--- src/pkg/nv_access_pkg.sv ---
// Constants, types and decode shared by the nonvolatile byte access block.
// Assumes a special-function register port with bank select, as seen by the core.
package nv_access_pkg;

  localparam logic [7:0] ADDR_REG_OFS  = 8'h1e;
  localparam logic [7:0] DATA_REG_OFS  = 8'h1f;
  localparam logic [7:0] CTRL_REG_OFS  = 8'h40;
  localparam logic [1:0] CTRL_BANK     = 2'h1;
  localparam logic [7:0] DATA_RESET    = 8'h00;
  localparam int         WR_PERMIT_BIT = 3;
  localparam int         WR_TRIG_BIT   = 2;
  localparam int         RD_PERMIT_BIT = 1;
  localparam int         RD_TRIG_BIT   = 0;
  localparam int         ADDR_W        = 6;
  localparam int         NV_DEPTH      = 128;
  localparam int         RD_CYCLES     = 4;
  localparam int         WR_TICKS      = 4;

  typedef struct packed {
    logic write_permit;
    logic write_trigger;
    logic read_permit;
    logic read_trigger;
  } nv_ctrl_s;

  localparam nv_ctrl_s CTRL_RESET = '{default: 1'b0};

  typedef enum logic [1:0] {
    SEL_NONE = 2'h0,
    SEL_ADDR = 2'h1,
    SEL_DATA = 2'h2,
    SEL_CTRL = 2'h3
  } reg_sel_e;

  typedef enum logic [1:0] {
    ST_IDLE  = 2'h0,
    ST_READ  = 2'h1,
    ST_WRITE = 2'h2
  } nv_state_e;

  // Address and data live in the common area; control only in its bank
  function automatic reg_sel_e reg_sel(input logic [1:0] bank, input logic [7:0] ofs);
    reg_sel_e s;
    s = SEL_NONE;
    if (ofs == ADDR_REG_OFS)
      s = SEL_ADDR;
    else if (ofs == DATA_REG_OFS)
      s = SEL_DATA;
    else if (ofs == CTRL_REG_OFS && bank == CTRL_BANK)
      s = SEL_CTRL;
    return s;
  endfunction

endpackage

--- src/design/eeprom_byte_access_ctrl.sv ---
// Byte access engine for the on-chip nonvolatile data store.
// Assumes the core's register port (bank, offset, write strobe) and a free-running
// asynchronous write timer tick pin; reads answer one clock after the offset.
`timescale 1ns/1ps
module eeprom_byte_access_ctrl #(
  parameter int RD_CYCLES = nv_access_pkg::RD_CYCLES,
  parameter int WR_TICKS  = nv_access_pkg::WR_TICKS,
  parameter int NV_DEPTH  = nv_access_pkg::NV_DEPTH
) (
  input  wire logic       clk_i,
  input  wire logic       rst_n_i,
  input  wire logic [1:0] reg_bank_i,
  input  wire logic [7:0] reg_ofs_i,
  input  wire logic       reg_wr_i,
  input  wire logic [7:0] reg_wdata_i,
  output logic      [7:0] reg_rdata_o,
  input  wire logic       write_timer_tick_i,
  input  wire logic       nv_write_done_irq_enable_i,
  input  wire logic       irq_serviced_i,
  output logic            nv_write_done_flag_o,
  output logic            nv_write_irq_o
);

  localparam logic [15:0] RD_LAST = 16'(RD_CYCLES - 1);
  localparam logic [15:0] WR_LAST = 16'(WR_TICKS - 1);

  logic [7:0]              store [NV_DEPTH];
  logic [nv_access_pkg::ADDR_W-1:0] addr_ff;
  logic [7:0]              data_ff;
  nv_access_pkg::nv_ctrl_s ctrl_ff;
  nv_access_pkg::nv_state_e state_ff;
  logic [15:0]             cnt_ff;
  logic [2:0]              tick_sync_ff;
  logic                    tick_lvl_ff;
  logic [7:0]              rdata_ff;
  logic                    done_ff;
  logic                    irq_ff;

  nv_access_pkg::reg_sel_e sel;
  logic                    wr_ctrl;
  logic                    start_rd;
  logic                    start_wr;
  logic                    tick_rise;
  logic                    end_rd;
  logic                    end_wr;
  logic                    commit_wr;

  assign sel       = nv_access_pkg::reg_sel(reg_bank_i, reg_ofs_i);
  assign wr_ctrl   = reg_wr_i && sel == nv_access_pkg::SEL_CTRL;
  // Trigger only counts if its permit was already set before this write
  assign start_rd  = wr_ctrl && state_ff == nv_access_pkg::ST_IDLE && ctrl_ff.read_permit
                     && reg_wdata_i[nv_access_pkg::RD_TRIG_BIT];
  assign start_wr  = wr_ctrl && state_ff == nv_access_pkg::ST_IDLE && ctrl_ff.write_permit
                     && reg_wdata_i[nv_access_pkg::WR_TRIG_BIT] && !start_rd;
  assign tick_rise = tick_sync_ff[1] == tick_sync_ff[2] && tick_sync_ff[2] && !tick_lvl_ff;
  assign end_rd    = state_ff == nv_access_pkg::ST_READ && cnt_ff == RD_LAST;
  assign end_wr    = state_ff == nv_access_pkg::ST_WRITE && tick_rise && cnt_ff == WR_LAST;
  assign commit_wr = end_wr && ctrl_ff.write_permit;

  // Timer tick synchroniser; a change counts once stages two and three agree
  always_ff @(posedge clk_i) begin
    if (!rst_n_i) begin
      tick_sync_ff <= 3'h0;
      tick_lvl_ff  <= 1'b0;
    end else begin
      tick_sync_ff <= {tick_sync_ff[1:0], write_timer_tick_i};
      if (tick_sync_ff[1] == tick_sync_ff[2])
        tick_lvl_ff <= tick_sync_ff[2];
    end
  end

  // Cycle sequencer
  always_ff @(posedge clk_i) begin
    if (!rst_n_i) begin
      state_ff <= nv_access_pkg::ST_IDLE;
      cnt_ff   <= 16'h0000;
    end else begin
      unique case (state_ff)
        nv_access_pkg::ST_IDLE: begin
          cnt_ff <= 16'h0000;
          if (start_rd)
            state_ff <= nv_access_pkg::ST_READ;
          else if (start_wr)
            state_ff <= nv_access_pkg::ST_WRITE;
        end
        nv_access_pkg::ST_READ: begin
          cnt_ff <= cnt_ff + 16'h0001;
          if (end_rd)
            state_ff <= nv_access_pkg::ST_IDLE;
        end
        nv_access_pkg::ST_WRITE: begin
          if (tick_rise)
            cnt_ff <= cnt_ff + 16'h0001;
          if (end_wr)
            state_ff <= nv_access_pkg::ST_IDLE;
        end
        default: state_ff <= nv_access_pkg::ST_IDLE;
      endcase
    end
  end

  // Control register; triggers are held by hardware while busy
  always_ff @(posedge clk_i) begin
    if (!rst_n_i) begin
      ctrl_ff <= nv_access_pkg::CTRL_RESET;
    end else begin
      if (wr_ctrl) begin
        ctrl_ff.write_permit <= reg_wdata_i[nv_access_pkg::WR_PERMIT_BIT];
        ctrl_ff.read_permit  <= reg_wdata_i[nv_access_pkg::RD_PERMIT_BIT];
      end
      if (start_rd)
        ctrl_ff.read_trigger <= 1'b1;
      else if (end_rd)
        ctrl_ff.read_trigger <= 1'b0;
      if (start_wr)
        ctrl_ff.write_trigger <= 1'b1;
      else if (end_wr)
        ctrl_ff.write_trigger <= 1'b0;
    end
  end

  // Address register keeps no reset value
  always_ff @(posedge clk_i) begin
    if (reg_wr_i && sel == nv_access_pkg::SEL_ADDR)
      addr_ff <= reg_wdata_i[nv_access_pkg::ADDR_W-1:0];
  end

  // Data register; a finished read loads the fetched byte if read permit is still set
  always_ff @(posedge clk_i) begin
    if (!rst_n_i)
      data_ff <= nv_access_pkg::DATA_RESET;
    else if (end_rd && ctrl_ff.read_permit)
      data_ff <= store[addr_ff];
    else if (reg_wr_i && sel == nv_access_pkg::SEL_DATA)
      data_ff <= reg_wdata_i;
  end

  // Byte store, written only at the end of a permitted write cycle
  always_ff @(posedge clk_i) begin
    if (commit_wr)
      store[addr_ff] <= data_ff;
  end

  // Read-back path, unmapped offsets answer zero
  always_ff @(posedge clk_i) begin
    if (!rst_n_i) begin
      rdata_ff <= 8'h00;
    end else begin
      unique case (sel)
        nv_access_pkg::SEL_ADDR: rdata_ff <= {2'h0, addr_ff};
        nv_access_pkg::SEL_DATA: rdata_ff <= data_ff;
        nv_access_pkg::SEL_CTRL: rdata_ff <= {4'h0, ctrl_ff};
        nv_access_pkg::SEL_NONE: rdata_ff <= 8'h00;
      endcase
    end
  end

  // Write-done flag: setting wins over service
  always_ff @(posedge clk_i) begin
    if (!rst_n_i) begin
      done_ff <= 1'b0;
      irq_ff  <= 1'b0;
    end else begin
      if (end_wr)
        done_ff <= 1'b1;
      else if (irq_serviced_i)
        done_ff <= 1'b0;
      irq_ff <= (done_ff || end_wr) && nv_write_done_irq_enable_i && !(irq_serviced_i && !end_wr);
    end
  end

  assign reg_rdata_o          = rdata_ff;
  assign nv_write_done_flag_o = done_ff;
  assign nv_write_irq_o       = irq_ff;

  AST_RD_NEEDS_PERMIT: assert property (@(posedge clk_i) disable iff (!rst_n_i)
    wr_ctrl && !ctrl_ff.read_permit && !ctrl_ff.read_trigger |=> !ctrl_ff.read_trigger)
    else $error("read trigger set without permit");
  AST_WR_NEEDS_PERMIT: assert property (@(posedge clk_i) disable iff (!rst_n_i)
    wr_ctrl && !ctrl_ff.write_permit && !ctrl_ff.write_trigger |=> !ctrl_ff.write_trigger)
    else $error("write trigger set without permit");
  AST_RD_LENGTH: assert property (@(posedge clk_i) disable iff (!rst_n_i)
    $rose(ctrl_ff.read_trigger) |-> ctrl_ff.read_trigger [*4] ##1 !ctrl_ff.read_trigger)
    else $error("read cycle length wrong");
  AST_RD_BUSY_TRIG: assert property (@(posedge clk_i) disable iff (!rst_n_i)
    state_ff == nv_access_pkg::ST_READ |-> ctrl_ff.read_trigger)
    else $error("read trigger low while reading");
  AST_RD_DATA: assert property (@(posedge clk_i) disable iff (!rst_n_i)
    end_rd && ctrl_ff.read_permit |=> data_ff == $past(store[addr_ff]))
    else $error("fetched byte not in data register");
  AST_DATA_HOLD: assert property (@(posedge clk_i) disable iff (!rst_n_i)
    !end_rd && !(reg_wr_i && sel == nv_access_pkg::SEL_DATA) |=> $stable(data_ff))
    else $error("data register changed without access");
  AST_ADDR_UPPER: assert property (@(posedge clk_i) disable iff (!rst_n_i)
    $past(sel) == nv_access_pkg::SEL_ADDR |-> reg_rdata_o[7:6] == 2'h0)
    else $error("address upper bits not zero");
  AST_CTRL_UPPER: assert property (@(posedge clk_i) disable iff (!rst_n_i)
    $past(sel) == nv_access_pkg::SEL_CTRL |-> reg_rdata_o[7:4] == 4'h0)
    else $error("control upper bits not zero");
  AST_WR_BLOCKED: assert property (@(posedge clk_i) disable iff (!rst_n_i)
    end_wr && !ctrl_ff.write_permit |=> store[$past(addr_ff)] == $past(store[addr_ff]))
    else $error("store written without permit");
  AST_DONE_FLAG: assert property (@(posedge clk_i) disable iff (!rst_n_i)
    $fell(ctrl_ff.write_trigger) |-> nv_write_done_flag_o)
    else $error("done flag missing after write");
  AST_IRQ: assert property (@(posedge clk_i) disable iff (!rst_n_i)
    done_ff && nv_write_done_irq_enable_i && !irq_serviced_i |=> nv_write_irq_o)
    else $error("interrupt not raised");

  COV_READ: cover property (@(posedge clk_i) disable iff (!rst_n_i) end_rd);
  COV_WRITE: cover property (@(posedge clk_i) disable iff (!rst_n_i) commit_wr);
  COV_BLOCKED: cover property (@(posedge clk_i) disable iff (!rst_n_i)
    wr_ctrl && reg_wdata_i[nv_access_pkg::WR_TRIG_BIT] && !ctrl_ff.write_permit);
  COV_SET_CLEAR: cover property (@(posedge clk_i) disable iff (!rst_n_i) end_wr && irq_serviced_i);

endmodule // eeprom_byte_access_ctrl

--- config.mk ---
export PLATFORM = sky130hd
export DESIGN_NAME = eeprom_byte_access_ctrl
export DESIGN_NICKNAME = d
export VERILOG_FILES = /design/src/pkg/nv_access_pkg.sv /design/src/design/eeprom_byte_access_ctrl.sv
export SDC_FILE = /design/constraint.sdc
export NUM_CORES = 1
export LEC_CHECK = 0
export BUFFER_PORTS_ARGS = -buffer_cell sky130_fd_sc_hd__buf_4
export CORE_UTILIZATION = 56
export DETAILED_ROUTE_END_ITERATION = 10
export PLACE_DENSITY = 0.85
export SLEW_MARGIN = 20
export SYNTH_ARGS = -nofsm -noshare
export SYNTH_HDL_FRONTEND = slang
export SYNTH_SLANG_ARGS = --single-unit
--- constraint.sdc ---
create_clock -name clk_i -period 2.9 [get_ports clk_i]
set_clock_uncertainty 0.2 [all_clocks]
set_input_delay 0 -clock clk_i [delete_from_list [all_inputs] [get_ports clk_i]]
set_output_delay 0 -clock clk_i [all_outputs]
set_load 0.02 [all_outputs]
==> results of run 1 <==
## cell type report
type	instances	share of cell area, %
flip-flops and latches	568	63.1
multi-input cells	550	21.0
repair buffers	208	6.82
clock buffers	71	5.62
well taps	518	2.47
clock inverters	26	0.819
inverters	12	0.171
## repair_timing
| action | CTS | global route |
|---|---|---|
| setup endpoints to repair | 333 | 497 |
| hold endpoints to repair | 46 | 3 |
| hold buffers | 36 | 1 |
| pin swaps | 0 | 4 |
| gates resized for setup | 8 | 28 |
| setup buffers | 0 | 4 |
## state kept, by name (all words and copies together), names as in the netlist, named ones only
signal and count:
tick_sync_ff 3, nv_write_irq_o 1, data_ff 8, cnt_ff 16, addr_ff 6, state_ff 2, store 512, nv_write_done_flag_o 1
reg_rdata_o 8, ctrl_ff 4, tick_lvl_ff 1
## cell usage in the layout, fill, tap and decap left out, types with 7 or more instances in the layout
cell | Yosys | layout
edfxtp_1 | 518 | 518
buf_4 | 14 | 158
mux4_2 | 124 | 124
nor2_1 | 111 | 101
clkbuf_16 | 0 | 56
nand2_1 | 51 | 48
dfxtp_1 | 50 | 36
dlygate4sd3_1 | 0 | 36
mux2i_1 | 26 | 26
nand3_1 | 21 | 21
mux2_2 | 18 | 18
o21ai_0 | 17 | 17
nand4_1 | 13 | 13
clkbuf_1 | 17 | 13
inv_1 | 12 | 12
a21oi_1 | 13 | 12
xnor2_1 | 11 | 11
a22oi_1 | 11 | 11
dfxtp_2 | 0 | 11
a22o_1 | 10 | 10
clkinv_1 | 0 | 10
buf_12 | 0 | 10
o22ai_1 | 9 | 9
nor4_1 | 9 | 8
nor2b_1 | 8 | 8
clkinv_2 | 0 | 8
and3_1 | 7 | 7
nor2_2 | 0 | 7
nand3b_1 | 7 | 7
## critical path, cell delays in order (launching register included)
cell and delay, ns:
dfxtp_1 0.32, inv_1 0.11, ha_1 0.24, and3b_1 0.33, nand2_1 0.21, nor3_4 0.32, buf_4 0.19, nand3_4 0.21
nor2_1 0.22, buf_4 0.22
## power breakdown
| group | total, mW | internal (mW) | switching (mW) |
|---|---|---|---|
| sequential | 8.81 | 8.80 | 0.00991 |
| combinational | 0.170 | 0.0814 | 0.0886 |
| clock | 6.87 | 3.85 | 3.02 |
| total | 15.8 | 12.7 | 3.12 |
## synthesized netlist by cell type (8+ instances only)
library cell / instances
nand2_1: 51
mux2_2: 18
nor3_1: 9
nor2b_1: 8
nand3_1: 21
o22ai_1: 9
nor4_1: 9
xnor2_1: 11
o21ai_0: 17
buf_2: 16
nor2_1: 111
nand4_1: 13
inv_1: 12
edfxtp_1: 518
dfxtp_1: 50
mux2i_1: 26
a22o_1: 10
a22oi_1: 11
mux4_2: 124
a21oi_1: 13
buf_4: 14
clkbuf_1: 17
## routing by layer
| layer | up-vias | global-route usage [%] | routed length [microns] |
|---|---|---|---|
| met5 | - | 0 | 15 |
| met2 | 1378 | 48.5 | 29500 |
| met1 | 6666 | 39.1 | 20800 |
| met4 | 2 | 13.6 | 3930 |
| li1 | 5221 | - | - |
| met3 | 309 | 8.42 | 8570 |
## path summary, 6_finish.rpt
kind                               from                         end  cells past startpoint
max reg2reg    state_ff[0]$_SDFFE_PN0P_      store[35][7]$_DFFE_PP_                      9
min reg2reg  tick_sync_ff[0]$_SDFF_PN0_  tick_sync_ff[1]$_SDFF_PN0_                      1
max            state_ff[0]$_SDFFE_PN0P_      store[35][7]$_DFFE_PP_                      9
min                      reg_wdata_i[5]                   flip-flop                      3
## kinds of logic after synthesis
| family | synth area share (%) |
|---|---|
| buf+inv | 1.54 |
| flops | 74.2 |
| compound gates | 2.95 |
| simple gates | 5.80 |
| xor+xnor | 0.589 |
| mux | 14.6 |
| fa+ha+maj | 0.281 |
==> out/qor.csv, run 1 <==
metric;value;unit
io_pins;34;
seqCellArea;0.0166;sq mm
track_usage;30.3;%
power.density;603;mW/mm^2
fp.dieArea;0.0406;sq mm
crit_fanout;8;
syn_area_per_cell;18.8;sq um
yosysWarnings;0;
grt_max_degree;66;
drt-total-wl;62900;microns
clock_path_buffers;3;
design_area;0.0263;sq mm
p_leak;7.56;nW
die_w;202;microns
tritoncts;built;
synth_top_area_share;69.8;%
die_h;202;microns
cts_buffers;53;
fill_cells;2242;
synth_area_leaders;edfxtp_1, mux4_2, dfxtp_1;
tightest_slew;1.13;ns
cts_sinks;568;
hold_violations;0;
final_nets;1422;
overflow;0;
start_util;57.3;%
ir_worst_vdd;0.445;mV
netlist_area;0.0223;sq mm
status;complete, no violations;
end_kind;flip-flop;
core_area;0.0389;sq mm
power;15.8;mW
htreeDepth;2;
postRouteAntennaNets;0;
clk_pin_slew;0.06;ns
fmax;0.348;GHz
dp_slack;-0.283;ns
worst_slack;0.0262;ns
dpl-instance-area;0.0240;sq mm
drive_gt1_share;30.4;%
drv_slew;0;
placed_cells;1816;
setup_viol;0;
drt_pass1_iterations;7;
startpoint_type;flip-flop;
avgViaCountPerCell;6.95;
antenna_found_initial;2;
crit_required;2.99;ns
io_buffers;33;
rows;72;
holdCritPathClass;in2reg;
area_delta_synth_final;17.9;%
arrival;2.96;ns
syn_nets;1215;
grt_pass1_wl;88700;microns
synthCells;1186;
synth_cell_types;57;
synth_ff_type;edfxtp_1;
synth.yosys.seq_area_share;74.2;%
fin_crit;2.87;ns
post_drt_wl_per_cell;32.2;microns
fin_util;67.6;%
synthArstFlopShare;0;%
post-dp-hpwl;34900;microns
finalCritPeriodShare;99.1;%
setup_tns;0;ns
rrSetupSlack;0.03;ns
finalWeightedCongestion;0.966;
multi_input_area;0.00553;sq mm
synth-edff-count;518;
diodes;0;
clk_latency;0.60;ns
maxSlewHeadroom;24.5;%
fin_hold_ws;0.0166;ns
remaining_drc_errors;0;
vias;13576;
drtIter0Drc;2178;
final_cells;1953;
critical_path_class;reg2reg;
grt_pass1_vias;13333;
maxCapViolations;0;
cts_root_buf;clkbuf_16;
synth-seq-cells;568;
yosysTopAreaCell;edfxtp_1;
No activity file was read; power rests on OpenSTA's default activity.
==> run 2: changes to the inputs <==
==> constraint.sdc (replaced) <==
create_clock -name clk_i -period 2.3 [get_ports clk_i]
set_clock_uncertainty 0.2 [all_clocks]
set_input_delay 0 -clock clk_i [delete_from_list [all_inputs] [get_ports clk_i]]
set_output_delay 0 -clock clk_i [all_outputs]
set_load 0.02 [all_outputs]
==> run 2 against run 1 <==
  * The flow now finishes with violations (setup timing)
  * Die area stayed put
  * Wire length is 27% higher
  * Final area is 11% higher
  * Flip-flop and latch count stayed put
  * Fmax is 1.0% higher
  * Sequential power is 26% higher
  * Non-clock buffer count is 118 higher
  * Power is 30% higher
  * Utilization is 7.1 points higher
  * Clock power is 34% higher
  * Critical endpoint is now data_ff[0]$_SDFFE_PN0P_
  * Largest cell class unchanged
==> out/qor.csv, run 2 (synthesis gave the netlist of run 1 again) <==
metric;value;unit
status;complete, but fails checks;
violations;setup timing;
crit_required;2.58;ns
crit_path_max_incr_delay;0.56;ns
path_delay_family;compound AO/OA/AOI/OAI gates;
largest_reg_flops;512;
finalCritPeriodShare;124;%
cts_root_buf;clkbuf_16;
io_buffers;33;
clk_pin_slew;0.07;ns
layout_commonest_cell;edfxtp_1;
final_nets;1540;
remaining_drc_errors;0;
io_pins;34;
start_util;57.3;%
grt_pass1_vias;14851;
post-dp-hpwl;38300;microns
design_area;0.0291;sq mm
overflow;0;
drtIter0Drc;2511;
htreeDepth;2;
rsz0062_at_grt;true;
ir_worst_vdd;0.514;mV
drv_slew;0;
worst_slack;-0.545;ns
crit_fanout;15;
cts_sinks;568;
power.density;707;mW/mm^2
setup_viol;532;
clock_path_buffers;3;
maxCapViolations;0;
avgViaCountPerCell;7.27;
power;20.6;mW
tightest_slew;0.857;ns
fill_cells;1805;
placed_cells;1880;
track_usage;35.5;%
tritoncts;built;
layout_common_cells;edfxtp_1, buf_4, mux4_2;
arrival;3.13;ns
crit_buf_inv;2;
largest_register;store;
grt_max_degree;58;
startpoint_type;flip-flop;
finalWeightedCongestion;0.927;
cp_cell_sequence;buf_4 -> buf_4 -> nand3b_1 -> o22ai_2 -> a31oi_1 -> nand4b_1 -> a31oi_1;
grt_pass1_wl;102000;microns
critical_path_class;reg2reg;
dpl-instance-area;0.0252;sq mm
antenna_found_initial;6;
core_area;0.0389;sq mm
cts_buffers;53;
holdCritPathClass;in2reg;
hold_violations;0;
die_w;202;microns
vias;15108;
clk_latency;0.61;ns
reg_top3;store: 512 flops, cnt_ff: 16 flops;
postRouteAntennaNets;0;
die_h;202;microns
fin_hold_ws;0.0277;ns
drive_gt1_share;43.9;%
drt-total-wl;79600;microns
final_cells;2077;
end_kind;flip-flop;
drt_pass1_iterations;8;
post_drt_wl_per_cell;38.3;microns
area_delta_synth_final;30.4;%
fp.dieArea;0.0406;sq mm
dp_slack;-0.341;ns
p_leak;8.60;nW
cpMaxStageDelayCell;dfxtp_4;
fmax;0.352;GHz
fin_crit;2.84;ns
rows;72;
maxSlewHeadroom;42.7;%
## run 2: area by class of cell
class / instances / area (sq um) / share of cell area, %
multi-input cells: 550 / 6410 / 22.1
well taps: 518 / 648 / 2.23
inverters: 12 / 45.0 / 0.155
diodes: 4 / 10.0 / 0.0344
flip-flops and latches: 568 / 16600 / 57.0
clock buffers: 65 / 1450 / 4.98
repair buffers: 326 / 3610 / 12.4
clock inverters: 34 / 318 / 1.09
## run 2: layer usage
metal	global-route usage, %	wire [microns]	share of wire (%)	up-vias
met2	56.9	36100	45	1699
met5	0	38	0.048	-
li1	-	-	-	5474
met3	10.6	11500	14	612
met1	42.1	23900	30	7317
met4	22.5	8020	10	6
## run 2: path summary, 6_finish.rpt
path                                            startpoint                          to  slack (ns)  cells past startpoint
worst min-delay path                        reg_wdata_i[0]        addr_ff[0]$_DFFE_PP_        0.03                      2
worst min register to register  tick_sync_ff[0]$_SDFF_PN0_  tick_sync_ff[1]$_SDFF_PN0_        0.31                      1
worst max register to register                   flip-flop     data_ff[0]$_SDFFE_PN0P_       -0.54                      7
worst max-delay path                             flip-flop     data_ff[0]$_SDFFE_PN0P_       -0.54                      7
## run 2: what timing repair did
item | CTS | global route
setup buffers | 25 | 28
pin swaps | 44 | 44
gates resized for setup | 152 | 88
hold buffers | 35 | 0
gates cloned | 2 | 4
hold endpoints to repair | 61 | 0
endpoints found under the setup margin | 535 | 546
## run 2: stage by stage
stage,TNS [ns],util (%)
after CTS,-21.27,72.7
after global routing,-129.58,74.7
after floorplan,-67.14,-
after detailed placement,-60.11,64.8
after global placement,-37.62,64.8
final,-115.78,74.7
## run 2: power breakdown
| part | internal, mW | leakage [nW] | switching [mW] | total [mW] |
|---|---|---|---|---|
| Clock | 5.06 | 0.853 | 4.13 | 9.19 |
| Combinational | 0.126 | 3.58 | 0.151 | 0.277 |
| Sequential | 11.1 | 4.16 | 0.00894 | 11.1 |
| Total | 16.3 | 8.60 | 4.29 | 20.6 |
